==> config.mk <==
export PLATFORM = sky130hd
export DESIGN_NAME = cca_counter_array
export DESIGN_NICKNAME = d
export VERILOG_FILES = /design/src/logic/cca_pkg.sv /design/src/logic/cca_counter_array.sv
export SDC_FILE = /design/constraint.sdc
export NUM_CORES = 1
export LEC_CHECK = 0
export ABC_AREA = 1
export BUFFER_PORTS_ARGS = -buffer_cell sky130_fd_sc_hd__buf_2
export CAP_MARGIN = 20
export CELL_PAD_IN_SITES_DETAIL_PLACEMENT = 1
export CELL_PAD_IN_SITES_GLOBAL_PLACEMENT = 2
export CORE_AREA = 2 2 248 250
export DETAILED_ROUTE_END_ITERATION = 12
export DIE_AREA = 0 0 250 252
export GPL_ROUTABILITY_DRIVEN = 0
export PLACE_DENSITY_LB_ADDON = 0.1
export SLEW_MARGIN = 10
export SYNTH_ARGS = -nofsm -noshare
export SYNTH_HDL_FRONTEND = slang
export SYNTH_SLANG_ARGS = --single-unit
==> constraint.sdc <==
create_clock -name i_ref_clk -period 6.3 [get_ports i_ref_clk]
set_input_delay 0.63 -clock i_ref_clk [delete_from_list [all_inputs] [get_ports i_ref_clk]]
set_output_delay 0.63 -clock i_ref_clk [all_outputs]
set_load 0.03 [all_outputs]
==> src/logic/cca_pkg.sv <==
// Package with the register map, field layout, types and carriers of the counter array capture/compare block.
// What this block does
// - Each of five channels picks its own mode, independent of the others.
// - All 8 to 11-bit PWM channels share one cycle-length setting.
// - Channel interrupt asserts when its event flag and mode bit 0 are both set.
// - Mode bit 5 captures rising, bit 4 falling, both any edge; bits 3-1 clear.
// - Bit 3 timer; bits 3,2 toggle; bits 2,1 frequency; bit 1 PWM, bit 7 wide.
// - PWM config bits 1-0 select 8, 9, 10 or 11-bit cycle.
// - PWM config bit 7 steers compare byte accesses to the auto-reload register.
// - PWM config bit 5 enables interrupt on the short overflow of bit N.
// - Comparator enable clear: no toggling, PWM output held low.
// - With match-flag enable set, every comparator match sets the event flag, save low-byte matches in frequency mode.
// - Capture loads the 16-bit counter into the channel register and sets the flag.
// - Event flags stay set until software clears them.
// - Software timer sets the event flag when counter equals compare word.
// - Writing the low byte clears comparator enable; writing the high byte sets it.
// - Toggle mode inverts the pin on each 16-bit match while enabled.
// - Frequency mode matches low bytes, toggles, and adds high byte into low byte.
// - A high byte of zero gives a half period of 256 counter clocks.
// - Frequency mode with match-flag enable flags on full 16-bit equality.
// - 8-bit PWM goes high on low byte match, low on low byte overflow.
// - 8-bit PWM reloads the low byte from the high byte at rollover.
// - 8-bit PWM sets the short overflow flag every 256 counter clocks.
// - 9-11 bit PWM matches low N bits, drops and reloads at bit N overflow.
// - 16-bit PWM goes high on word match and low on counter overflow.
package cca_pkg;

    localparam int NCH = 5;

    // Byte addresses of the register map.
    localparam logic [11:0] ADDR_CTRL  = 12'h000;
    localparam logic [11:0] ADDR_FLAGS = 12'h004;
    localparam logic [11:0] ADDR_PWMC  = 12'h008;
    localparam logic [11:0] ADDR_CNT   = 12'h00C;
    localparam logic [11:0] ADDR_CH0   = 12'h010;
    localparam logic [11:0] CH_STRIDE  = 12'h010;
    localparam logic [11:0] OFS_MODE   = 12'h000;
    localparam logic [11:0] OFS_LOW    = 12'h004;
    localparam logic [11:0] OFS_HIGH   = 12'h008;

    // Field positions of the channel mode register.
    localparam int MB_IRQ_EN = 0;
    localparam int MB_PWM    = 1;
    localparam int MB_TOG    = 2;
    localparam int MB_MAT    = 3;
    localparam int MB_FALL   = 4;
    localparam int MB_RISE   = 5;
    localparam int MB_ECOM   = 6;
    localparam int MB_WIDE   = 7;

    // Field positions of the PWM configuration, control and flag registers.
    localparam int PB_RELOAD_REG_SELECT  = 7;
    localparam int PB_SHORT_OVERFLOW_IRQ_ENABLE   = 5;
    localparam int CB_RUN    = 0;
    localparam int FB_SHORT_OVERFLOW_FLAG   = 5;

    // Reset values.
    localparam logic [7:0]  RST_MODE = 8'h00;
    localparam logic [7:0]  RST_PWMC = 8'h00;
    localparam logic [15:0] RST_WORD = 16'h0000;

    // Cycle length base and bit masks.
    localparam int           PWM_BASE_BITS = 8;
    localparam logic [7:0]   PWMC_MASK     = 8'hA3;
    localparam logic [15:0]  CNT_MAX       = 16'hFFFF;

    typedef enum logic [2:0] {
        CCA_IDLE   = 3'b000,
        CCA_CAP    = 3'b001,
        CCA_TIMER  = 3'b010,
        CCA_TOGGLE = 3'b011,
        CCA_FREQ   = 3'b100,
        CCA_PWM_ENABLE   = 3'b101,
        CCA_PWM16  = 3'b110
    } cca_mode_t;

    typedef struct packed {
        logic        psel;
        logic        penable;
        logic        pwrite;
        logic [11:0] paddr;
        logic [31:0] pwdata;
    } cca_apb_req_t;

    typedef struct packed {
        logic        pready;
        logic [31:0] prdata;
        logic        pslverr;
    } cca_apb_rsp_t;

    typedef struct packed {
        logic [7:0]  mode;
        logic [15:0] cpr;
        logic [15:0] arl;
        logic        flag;
        logic        pin;
        logic        oe_n;
        logic        sync1;
        logic        sync2;
        logic        sync3;
    } cca_chan_t;

    typedef struct packed {
        cca_chan_t [NCH-1:0] ch;
        logic [15:0]         cnt;
        logic                run;
        logic [7:0]          pwmc;
        logic                short_overflow_flag;
        logic                irq;
        cca_apb_rsp_t        rsp;
    } cca_state_t;

endpackage

==> src/logic/cca_counter_array.sv <==
// Five-channel capture/compare unit on a shared 16-bit counter, with an APB register slave.
//
// Chosen here: register access over APB and the register offsets.
`timescale 1ns/100ps
module cca_counter_array (
    // Clock and reset.
    input  wire logic                  i_ref_clk,
    input  wire logic                  i_rst,
    // APB slave.
    input  wire cca_pkg::cca_apb_req_t i_apb,
    output cca_pkg::cca_apb_rsp_t      o_apb,
    // Channel pins.
    input  wire logic [4:0]            i_channel_pin,
    output logic      [4:0]            o_channel_pin,
    output logic      [4:0]            o_channel_pin_oe_n,
    // Combined interrupt request.
    output logic                       o_irq
);

    // Decodes a channel mode byte into its operating mode.
    function automatic cca_pkg::cca_mode_t mode_of(input logic [7:0] m);
        cca_pkg::cca_mode_t r;
        r = cca_pkg::CCA_IDLE;
        if (m[cca_pkg::MB_RISE] | m[cca_pkg::MB_FALL]) begin
            if (m[3:1] == 3'h0) begin
                r = cca_pkg::CCA_CAP;
            end
        end else if (m[cca_pkg::MB_PWM] & m[cca_pkg::MB_TOG]) begin
            r = cca_pkg::CCA_FREQ;
        end else if (m[cca_pkg::MB_PWM]) begin
            r = m[cca_pkg::MB_WIDE] ? cca_pkg::CCA_PWM16 : cca_pkg::CCA_PWM_ENABLE;
        end else if (m[cca_pkg::MB_MAT] & m[cca_pkg::MB_TOG]) begin
            r = cca_pkg::CCA_TOGGLE;
        end else if (m[cca_pkg::MB_MAT]) begin
            r = cca_pkg::CCA_TIMER;
        end
        return r;
    endfunction

    // Mask of the low N counter bits for a cycle-length code.
    function automatic logic [15:0] low_mask(input logic [1:0] cls);
        logic [4:0] n;
        n = 5'(cca_pkg::PWM_BASE_BITS) + {3'h0, cls};
        return 16'((17'h00001 << n) - 17'h00001);
    endfunction

    cca_pkg::cca_state_t r_r;
    cca_pkg::cca_state_t r_nxt;

    logic [15:0] mask;
    logic        short_ovf;
    logic        low0;
    logic        wrap;
    logic        acc_start;
    logic        acc_done;
    logic [11:0] rel;
    logic [2:0]  sel_ch;
    logic        ch_hit;
    logic        map_hit;

    // Shared counter events while counting: short overflow of bit N, and the zero counts that follow overflows.
    always_comb begin
        mask      = low_mask(r_r.pwmc[1:0]);
        short_ovf = r_r.run & ((r_r.cnt & mask) == mask);
        low0      = r_r.run & ~|(r_r.cnt & mask);
        wrap      = r_r.run & ~|r_r.cnt;
    end

    // Address decode: a read answer is built on the first access cycle, a write lands on the second.
    always_comb begin
        acc_start = i_apb.psel & i_apb.penable & ~r_r.rsp.pready;
        acc_done  = i_apb.psel & i_apb.penable & r_r.rsp.pready & i_apb.pwrite;
        rel       = i_apb.paddr - cca_pkg::ADDR_CH0;
        sel_ch    = 3'(rel >> 4);
        ch_hit    = (i_apb.paddr >= cca_pkg::ADDR_CH0) && (sel_ch < 3'(cca_pkg::NCH))
                    && (rel[3:0] <= cca_pkg::OFS_HIGH[3:0]) && (rel[1:0] == 2'h0);
        map_hit   = ch_hit || (i_apb.paddr == cca_pkg::ADDR_CTRL) || (i_apb.paddr == cca_pkg::ADDR_FLAGS)
                    || (i_apb.paddr == cca_pkg::ADDR_PWMC) || (i_apb.paddr == cca_pkg::ADDR_CNT);
    end

    // Next-state logic: counter, channel engines, then the bus, whose writes come last and win data.
    always_comb begin
        logic              ecom;
        logic              mat;
        logic              m16;
        logic              m8;
        logic              mn;
        logic              set;
        logic              irq;
        logic              rise;
        logic              fall;
        logic [15:0]       wdat;
        cca_pkg::cca_mode_t md;
        ecom  = 1'b0;
        mat   = 1'b0;
        m16   = 1'b0;
        m8    = 1'b0;
        mn    = 1'b0;
        set   = 1'b0;
        irq   = 1'b0;
        rise  = 1'b0;
        fall  = 1'b0;
        wdat  = 16'h0000;
        md    = cca_pkg::CCA_IDLE;
        r_nxt = r_r;
        r_nxt.cnt = r_r.run ? r_r.cnt + 16'h0001 : r_r.cnt;
        // The short overflow flag is shared by all PWM channels.
        if (short_ovf) begin
            r_nxt.short_overflow_flag = 1'b1;
        end

        for (int i = 0; i < cca_pkg::NCH; i++) begin
            md   = mode_of(r_r.ch[i].mode);
            ecom = r_r.ch[i].mode[cca_pkg::MB_ECOM];
            mat  = r_r.ch[i].mode[cca_pkg::MB_MAT];
            m16  = r_r.run & ecom & (r_r.cnt == r_r.ch[i].cpr);
            m8   = r_r.run & ecom & (r_r.cnt[7:0] == r_r.ch[i].cpr[7:0]);
            mn   = r_r.run & ecom & ((r_r.cnt & mask) == (r_r.ch[i].cpr & mask));
            set  = 1'b0;
            // The first synchroniser stage feeds only the second.
            r_nxt.ch[i].sync1 = i_channel_pin[i];
            r_nxt.ch[i].sync2 = r_r.ch[i].sync1;
            r_nxt.ch[i].sync3 = r_r.ch[i].sync2;
            rise = r_r.ch[i].sync2 & ~r_r.ch[i].sync3;
            fall = ~r_r.ch[i].sync2 & r_r.ch[i].sync3;
            r_nxt.ch[i].oe_n = 1'b1;
            case (md)
                cca_pkg::CCA_CAP: begin
                    if ((rise & r_r.ch[i].mode[cca_pkg::MB_RISE]) | (fall & r_r.ch[i].mode[cca_pkg::MB_FALL])) begin
                        r_nxt.ch[i].cpr = r_r.cnt;
                        set             = 1'b1;
                    end
                end
                cca_pkg::CCA_TIMER: begin
                    set = m16;
                end
                cca_pkg::CCA_TOGGLE: begin
                    r_nxt.ch[i].oe_n = 1'b0;
                    // A cleared comparator enable leaves the pin where it was.
                    if (m16) begin
                        r_nxt.ch[i].pin = ~r_r.ch[i].pin;
                    end
                    set = m16 & mat;
                end
                cca_pkg::CCA_FREQ: begin
                    r_nxt.ch[i].oe_n = 1'b0;
                    // Adding a zero step wraps the low byte fully, giving the 256-clock half period.
                    if (m8) begin
                        r_nxt.ch[i].pin      = ~r_r.ch[i].pin;
                        r_nxt.ch[i].cpr[7:0] = r_r.ch[i].cpr[7:0] + r_r.ch[i].cpr[15:8];
                    end
                    set = m16 & mat;
                end
                cca_pkg::CCA_PWM_ENABLE: begin
                    r_nxt.ch[i].oe_n = 1'b0;
                    if (r_r.pwmc[1:0] == 2'h0) begin
                        // Eight-bit flavour reloads the low byte from the high byte.
                        if (short_ovf) begin
                            r_nxt.ch[i].cpr[7:0] = r_r.ch[i].cpr[15:8];
                        end
                        // Both edges land one count late; a match wins, so a zero compare stays high.
                        if (m8 | low0) begin
                            r_nxt.ch[i].pin = m8;
                        end
                        set = m8 & mat;
                    end else begin
                        if (short_ovf) begin
                            r_nxt.ch[i].cpr = r_r.ch[i].arl;
                        end
                        if (mn | low0) begin
                            r_nxt.ch[i].pin = mn;
                        end
                        set = mn & mat;
                    end
                    if (!ecom) begin
                        r_nxt.ch[i].pin = 1'b0;
                    end
                end
                cca_pkg::CCA_PWM16: begin
                    r_nxt.ch[i].oe_n = 1'b0;
                    if (m16 | wrap) begin
                        r_nxt.ch[i].pin = m16;
                    end
                    set = m16 & mat;
                    if (!ecom) begin
                        r_nxt.ch[i].pin = 1'b0;
                    end
                end
                default: begin
                    set = 1'b0;
                end
            endcase
            // Only software clears the flag; a set in the same cycle wins.
            if (acc_done && i_apb.paddr == cca_pkg::ADDR_FLAGS && i_apb.pwdata[i]) begin
                r_nxt.ch[i].flag = 1'b0;
            end
            if (set) begin
                r_nxt.ch[i].flag = 1'b1;
            end
        end

        if (acc_done && i_apb.paddr == cca_pkg::ADDR_FLAGS && i_apb.pwdata[cca_pkg::FB_SHORT_OVERFLOW_FLAG] && !short_ovf) begin
            r_nxt.short_overflow_flag = 1'b0;
        end

        // Register writes take effect on the edge that completes the access.
        if (acc_done) begin
            wdat = {i_apb.pwdata[7:0], i_apb.pwdata[7:0]};
            case (i_apb.paddr)
                cca_pkg::ADDR_CTRL: r_nxt.run  = i_apb.pwdata[cca_pkg::CB_RUN];
                cca_pkg::ADDR_PWMC: r_nxt.pwmc = i_apb.pwdata[7:0] & cca_pkg::PWMC_MASK;
                cca_pkg::ADDR_CNT:  r_nxt.cnt  = i_apb.pwdata[15:0];
                default: begin
                    if (ch_hit) begin
                        if (rel[3:0] == cca_pkg::OFS_MODE[3:0]) begin
                            r_nxt.ch[sel_ch].mode = i_apb.pwdata[7:0];
                        end else if (rel[3:0] == cca_pkg::OFS_LOW[3:0]) begin
                            r_nxt.ch[sel_ch].mode[cca_pkg::MB_ECOM] = 1'b0;
                            if (r_r.pwmc[cca_pkg::PB_RELOAD_REG_SELECT]) begin
                                r_nxt.ch[sel_ch].arl[7:0] = wdat[7:0];
                            end else begin
                                r_nxt.ch[sel_ch].cpr[7:0] = wdat[7:0];
                            end
                        end else begin
                            r_nxt.ch[sel_ch].mode[cca_pkg::MB_ECOM] = 1'b1;
                            if (r_r.pwmc[cca_pkg::PB_RELOAD_REG_SELECT]) begin
                                r_nxt.ch[sel_ch].arl[15:8] = wdat[15:8];
                            end else begin
                                r_nxt.ch[sel_ch].cpr[15:8] = wdat[15:8];
                            end
                        end
                    end
                end
            endcase
        end

        // Read answer, error for unmapped addresses; pready stands for exactly one cycle.
        r_nxt.rsp.pready  = acc_start;
        r_nxt.rsp.pslverr = acc_start & ~map_hit;
        r_nxt.rsp.prdata  = 32'h0000_0000;
        if (acc_start && !i_apb.pwrite) begin
            case (i_apb.paddr)
                cca_pkg::ADDR_CTRL:  r_nxt.rsp.prdata = {31'h0, r_r.run};
                cca_pkg::ADDR_FLAGS: begin
                    r_nxt.rsp.prdata[cca_pkg::FB_SHORT_OVERFLOW_FLAG] = r_r.short_overflow_flag;
                    for (int i = 0; i < cca_pkg::NCH; i++) begin
                        r_nxt.rsp.prdata[i] = r_r.ch[i].flag;
                    end
                end
                cca_pkg::ADDR_PWMC:  r_nxt.rsp.prdata = {24'h0, r_r.pwmc};
                cca_pkg::ADDR_CNT:   r_nxt.rsp.prdata = {16'h0, r_r.cnt};
                default: begin
                    if (ch_hit) begin
                        if (rel[3:0] == cca_pkg::OFS_MODE[3:0]) begin
                            r_nxt.rsp.prdata = {24'h0, r_r.ch[sel_ch].mode};
                        end else if (rel[3:0] == cca_pkg::OFS_LOW[3:0]) begin
                            r_nxt.rsp.prdata = {24'h0, r_r.pwmc[cca_pkg::PB_RELOAD_REG_SELECT] ?
                                                r_r.ch[sel_ch].arl[7:0] : r_r.ch[sel_ch].cpr[7:0]};
                        end else begin
                            r_nxt.rsp.prdata = {24'h0, r_r.pwmc[cca_pkg::PB_RELOAD_REG_SELECT] ?
                                                r_r.ch[sel_ch].arl[15:8] : r_r.ch[sel_ch].cpr[15:8]};
                        end
                    end
                end
            endcase
        end

        // Interrupt request from the current flags and enables.
        irq = r_r.short_overflow_flag & r_r.pwmc[cca_pkg::PB_SHORT_OVERFLOW_IRQ_ENABLE];
        for (int i = 0; i < cca_pkg::NCH; i++) begin
            irq = irq | (r_r.ch[i].flag & r_r.ch[i].mode[cca_pkg::MB_IRQ_EN]);
        end
        r_nxt.irq = irq;
    end

    // State register; reset gives every field a constant.
    always_ff @(posedge i_ref_clk) begin
        if (i_rst) begin
            r_r <= '0;
            for (int i = 0; i < cca_pkg::NCH; i++) begin
                r_r.ch[i].mode <= cca_pkg::RST_MODE;
                r_r.ch[i].cpr  <= cca_pkg::RST_WORD;
                r_r.ch[i].arl  <= cca_pkg::RST_WORD;
                r_r.ch[i].oe_n <= 1'b1;
            end
            r_r.pwmc <= cca_pkg::RST_PWMC;
        end else begin
            r_r <= r_nxt;
        end
    end

    // Outputs straight from the state register.
    always_comb begin
        o_apb = r_r.rsp;
        o_irq = r_r.irq;
        for (int i = 0; i < cca_pkg::NCH; i++) begin
            o_channel_pin[i]      = r_r.ch[i].pin;
            o_channel_pin_oe_n[i] = r_r.ch[i].oe_n;
        end
    end

endmodule

; ---- Word-level counts from Yosys, hierarchy flattened
; Index checks and enable logic that the tools add are counted.
[classes]
n_reduce_logical = 44
shift = 1
eq_ne = 50
n_mul = 0
mux = 184
magnitude_cmp = 5
n_div = 0
n_addsub = 9
n_bitwise = 134
[op_table]
columns = operator, n
row1 = $bwmux W230, 7
row2 = $mux W230, 4
row3 = $demux W46 S3, 6
row4 = $mux W222, 2
row5 = $mux W247, 1
row6 = $mux W16, 12
row7 = $mux W8, 24
row8 = $eq A16 B16 Y1, 11
row9 = $bmux W46 S3, 1
row10 = $pmux W8 S3, 5
row11 = $and A16 B16 Y16, 6
row12 = $mux W46, 2
row13 = $pmux W8 S2, 5
row14 = $and A1 B1 Y1, 79
row15 = $pmux W26 S3, 1
row16 = $mux W1, 66
row17 = $mux W32, 2
row18 = $eq A3 B3 Y1 const B, 15
row19 = $mux W3, 15
row20 = $mux W45, 1
row21 = $add A8 B8 Y8, 5
row22 = $eq A8 B8 Y1, 5
row23 = $pmux W2 S4, 5
row24 = $mux W38, 1
row25 = 35 further kinds, 146
[totals]
ramBits = 0
out_inout_bits = 45
rom_bits = 0
register_bits = 287
memories = 0
elab_cells = 480
latch_bits = 0

; ---- Logic depth before layout (Yosys ltp)
[depth]
ltp_word = 20
depth_mapped = 17
mapped_depth_nobuf = 16

; ---- Worst setup path before layout
; Ideal clock, no wire load.
[synth_timing]
kind = input to register
startpoint = in i_apb[36] (netlist name)
endpoint = reg r_r[205] (netlist name)
n_path_buf = 2
setup_slack_ns = 3.553
arrival_ns = 2.631
setup_time_ns = 0.116
required_time_ns = 6.184
cell_stages = 13
path_cell_list = buf_2 > inv_1 > ha_1 > nand2_1 > nand2_4 > nand2_2 > a21oi_4 > nand4_1 > nor2_2 > nand2_1 > buf_2 > o21ai_0 > nor2_1
[synth_between]
elab_chain_len = 9
word_cells_on_any_way = 33
[synth_lines]
columns = item, line
row1 = from (decl), cca_counter_array.sv:10  ; input wire cca_pkg::cca_apb_req_t i_apb,
row2 = $sub A7 B5 Y7, cca_counter_array.sv:73  ; rel = i_apb.paddr - cca_pkg::ADDR_CH0;
row3 = $lt A3 B4 Y1 (not written as such) / $ge A3 B1 Y1 (equally long branches), cca_counter_array.sv:220  ; r_nxt.ch[sel_ch].arl[7:0] = wdat[7:0];
row4 = $logic_and A1 B1 Y1 (not written as such), cca_counter_array.sv:220
row5 = $mux W14 (not written as such), cca_counter_array.sv:220
row6 = $demux W46 S3, cca_counter_array.sv:220
row7 = $bwmux W230, cca_counter_array.sv:220
row8 = $mux W230, cca_counter_array.sv:219  ; if (r_r.pwmc[cca_pkg::PB_RELOAD_REG_SELECT]) begin
row9 = $mux W230, cca_counter_array.sv:217  ; end else if (rel[3:0] == cca_pkg::OFS_LOW[3:0]) begin
row10 = $mux W230, cca_counter_array.sv:215  ; if (rel[3:0] == cca_pkg::OFS_MODE[3:0]) begin
row11 = to (signal assigned), cca_counter_array.sv:288  ; r_r <= r_nxt;
row12 = to (decl), cca_counter_array.sv:47  ; cca_pkg::cca_state_t r_r;
; Several ways; a longest one is shown, not always the timed one.
; A chain may end at the register's enable or synchronous reset.

; ---- Worst setup path in the final report
[layout_timing]
startpoint = in i_apb[36] (netlist name)
endpoint = reg r_r[90] (netlist name)
[layout_between]
elab_chain_len = 12
word_cells_on_any_way = 34
[layout_lines]
columns = item, line
row1 = $sub A7 B5 Y7, cca_counter_array.sv:73
row2 = $lt A3 B4 Y1 (not written as such) / $ge A3 B1 Y1 (equally long branches), cca_counter_array.sv:222  ; r_nxt.ch[sel_ch].cpr[7:0] = wdat[7:0];
row3 = $logic_and A1 B1 Y1 (not written as such), cca_counter_array.sv:222
row4 = $mux W30 (not written as such), cca_counter_array.sv:222
row5 = $demux W46 S3, cca_counter_array.sv:222
row6 = $bwmux W230, cca_counter_array.sv:222
row7 = $mux W230, cca_counter_array.sv:219
row8 = $mux W230, cca_counter_array.sv:217
row9 = $mux W230, cca_counter_array.sv:215
row10 = $mux W222, cca_counter_array.sv:214  ; if (ch_hit) begin
row11 = $mux W222 (*), cca_counter_array.sv:209  ; case (i_apb.paddr)
row12 = $mux W247 (*), cca_counter_array.sv:207  ; if (acc_done) begin
; Mark *: on every way between the ends. The rest lies on a longest branch, timed or not.

==> reports/qor.yml <==
floorplanning:
  start_util_pct: 35.9
  ioPinCount: 99
  core_area_um2: 60100
  die_height_um: 252
  die_area_um2: 63000
  rows: 90
  die_x_um: 250
route:
  routed_wl_um: 118000
  dr.pass1.iters: 5
  wl_per_cell_um: 26.1
  vias: 26385
  drc_errors: 0
  drt_iter0_markers: 2913
  viasPerCell: 5.82
  ant_nets: 0
pwr:
  switching_share_pct: 27.9
  switchingPower_mw: 1.24
  intPower_mw: 3.21
  vdd_drop_max_v: 0.000213
  power_frac_seq_pct: 38.6
  p_leak_nw: 11.3
  p_per_area_nw_per_um2: 189
  clkPwrFrac_pct: 53.1
  comb_power_share_pct: 8.3
final_layout:
  design_area_um2: 23600
  multiInputGateArea_um2: 13400
  drive_gt1_share_pct: 5.44
  area_delta_synth_final_pct: 9.37
  fill_cells: 8278
  seqCellArea_um2: 5430
  fin_cells: 4536
  final_nets: 3824
clock_tree:
  cts_hold_buf: 0
  cts_resized: 0
  cts-root-buf: "clkbuf_16"
  htree_levels: 2
  clk_latency_ps: 600
  cts_buffers: 37
  clkTransAtPathRegs_ps: 60
  cts_sinks: 271
  cts_buffer_depth: 3
  cts_setup_buffers: 0
  cts_tree: "built"
critical_path:
  critical-path-max-stage-delay_ps: 730
  cp-start-kind: "primary input"
  crit_arrival_ps: 5190
  required_ps: 6760
  cp-end-kind: "register"
  cp_max_fo: 39
  crit_chain: "buf_4, inv_1, ha_1, buf_4, nand2_1, nand2_4, nand2_2, a21oi_4, nand4_1, nor2_1, inv_1, o21ai_0, nor2_1"
  slowest_stage: "nand2_1"
  critPathKind: "primary input to register"
timing:
  tightestPinTransition_ps: 1220
  slew_viol_final: 0
  timing.fmax_mhz: 211
  slew-limit-headroom_pct: 18.6
  finalSetupTns_ps: 0
  worst_clock_skew_ps: 24.4
  setup_viol: 0
  hold_ws_ps: 236
  period_share_pct: 75.1
  rsz0062_at_grt: "no"
  final_hold_viol_count: 0
  fin_crit_ps: 4730
job:
  drv_cap: 0
place:
  dpl.hpwl_um: 86800
  dp.cells: 4467
  port_buffers: 66
  place_area_um2: 22300
synthesis:
  ys.flop_type: "dfxtp_1"
  yosysWarnings: 0
  synth_seq_cells: 271
  netlist_instances: 3783
  async_flop_share_pct: 0
  ys_seq_area_share_pct: 25.1
  synth_area_per_cell_um2: 5.70
  ys_types: 49
  synth_area_um2: 21600
  synth_edf_count: 0
run_status:
  status: "complete, no violations"
hold_path:
  hold_path_class: "primary input to register"
global_routing:
  grt_pass1_vias: 25781
  grt_pass1_wl_um: 172000
  antenna_found_initial: 9
  grt_max_degree: 94
  grt_remaining_overflow: 0
  grt_usage_pct: 37.0
## through the flow
| stage | utilization (%) | power, mW | setup slack [ps] |
|---|---|---|---|
| floorplan | - | 1.98 | 3550 |
| global placement | 37.0 | 2.11 | 1290 |
| detailed placement | 37.0 | 2.11 | 1150 |
| CTS | 39.2 | 4.46 | 1690 |
| global route | 39.2 | 4.56 | 1320 |
| finish | 39.2 | 4.45 | 1570 |
## path summary, 6_finish.rpt
| kind | from | end | slack [ps] | depth (start not counted) |
|---|---|---|---|---|
| min reg2reg | r_r[247] | r_r[246] | 400 | 2 |
| min | i_channel_pin[2] | r_r[155] | 240 | 3 |
| max | i_apb[36] | r_r[90] | 1570 | 13 |
| max reg2reg | r_r[37] | r_r[141] | 1700 | 15 |
## flip-flops by register name (all words and copies together) (netlist names)
name,cells
o_channel_pin_oe_n,5
r_r,242
o_apb,18
o_irq,1
o_channel_pin,5
## per-layer routing
layer  track usage [%]  part of all wire (%)  vias to the layer above  wire length [um]
met5                 0                 0.038                        -                45
met2              57.5                    43                     1211             51200
met3              7.12                   9.7                      305             11500
met1              49.3                    42                    12891             49600
met4              17.4                   5.2                        6              6180
li1                  -                     -                    11972                 -
## power groups by stage
stage / clock network, mW / registers (mW) / logic (mW)
finish: 2.37 / 1.72 / 0.368
global route: 2.45 / 1.72 / 0.395
CTS: 2.38 / 1.72 / 0.357
detailed placement: 0 / 1.76 / 0.355
global placement: 0 / 1.76 / 0.350
floorplan: 0 / 1.76 / 0.219
## placed cells by master, fill, tap and decap left out, drive strengths merged, types with 9 or more instances in the layout
cell type	Yosys	final
a211oi	9	9
a21oi	156	156
buf	100	112
clkbuf	125	52
clkinv	12	19
conb	1	16
dfxtp	271	271
ha	41	41
inv	469	470
nand2	1070	1070
nand3	287	287
nand3b	9	9
nand4	48	48
nor2	485	485
nor3	18	18
o2111ai	17	17
o211ai	64	64
o21ai	470	470
o22ai	9	9
xnor2	33	33
xor2	37	37
## synthesized netlist by cell type, types with 2 or more instances
cell / count / share of area [%]
a211oi_1: 9 / 0.31
a21boi_0: 5 / 0.17
a21oi_1: 155 / 3.6
a22oi_1: 8 / 0.28
a311oi_1: 5 / 0.20
a31oi_1: 6 / 0.17
and2_1: 5 / 0.15
buf_1: 17 / 0.30
buf_2: 37 / 0.86
buf_4: 46 / 1.6
clkbuf_1: 125 / 2.2
clkinv_1: 12 / 0.21
dfxtp_1: 271 / 25
fa_1: 5 / 0.46
ha_1: 41 / 2.4
inv_1: 468 / 8.1
nand2_1: 1067 / 19
nand2_2: 2 / 0.058
nand3_1: 286 / 6.6
nand3b_1: 9 / 0.31
nand4_1: 47 / 1.4
nor2_1: 479 / 8.3
nor2_2: 4 / 0.12
nor2_4: 2 / 0.10
nor3_1: 15 / 0.35
nor3_2: 2 / 0.093
nor4_1: 2 / 0.058
o2111ai_1: 17 / 0.69
o211ai_1: 64 / 2.2
o21a_1: 3 / 0.10
o21ai_0: 467 / 11
o21ai_1: 3 / 0.070
o21bai_1: 4 / 0.14
o22ai_1: 9 / 0.26
or2_2: 4 / 0.12
xnor2_1: 33 / 1.3
xor2_1: 37 / 1.5
## critical path, delay by kind of cell
kind | cells | cell delay (ps)
buffers and inverters | 4 | 1170
adder cells (fa/ha/maj) | 1 | 330
AND/OR/NAND/NOR | 6 | 2520
AO/OA/AOI/OAI | 2 | 530
## final cells by class
| cell class | instances | share of cell area (%) |
|---|---|---|
| multi-input cells | 2821 | 56.6 |
| flip-flops and latches | 271 | 23.0 |
| inverters | 481 | 7.67 |
| clock buffers | 52 | 4.76 |
| well taps | 782 | 4.15 |
| repair buffers | 112 | 2.87 |
| clock inverters | 15 | 0.886 |
| diodes | 2 | 0.0212 |
## cell families (layout without fill, tap and decap cells)
group                    Yosys count  in the layout  share of synthesized area, %
AO/OA/AOI/OAI                    760            760                          19.3
adder cells (fa/ha/maj)           46             46                          2.84
AND/OR/NAND/NOR                 1929           1929                          36.5
XOR/XNOR                          70             70                          2.84
other                              1             18                        0.0174
flip-flops                       271            271                          25.1
buffers and inverters            706            660                          13.3
No activity file was read; power rests on OpenSTA's default activity.
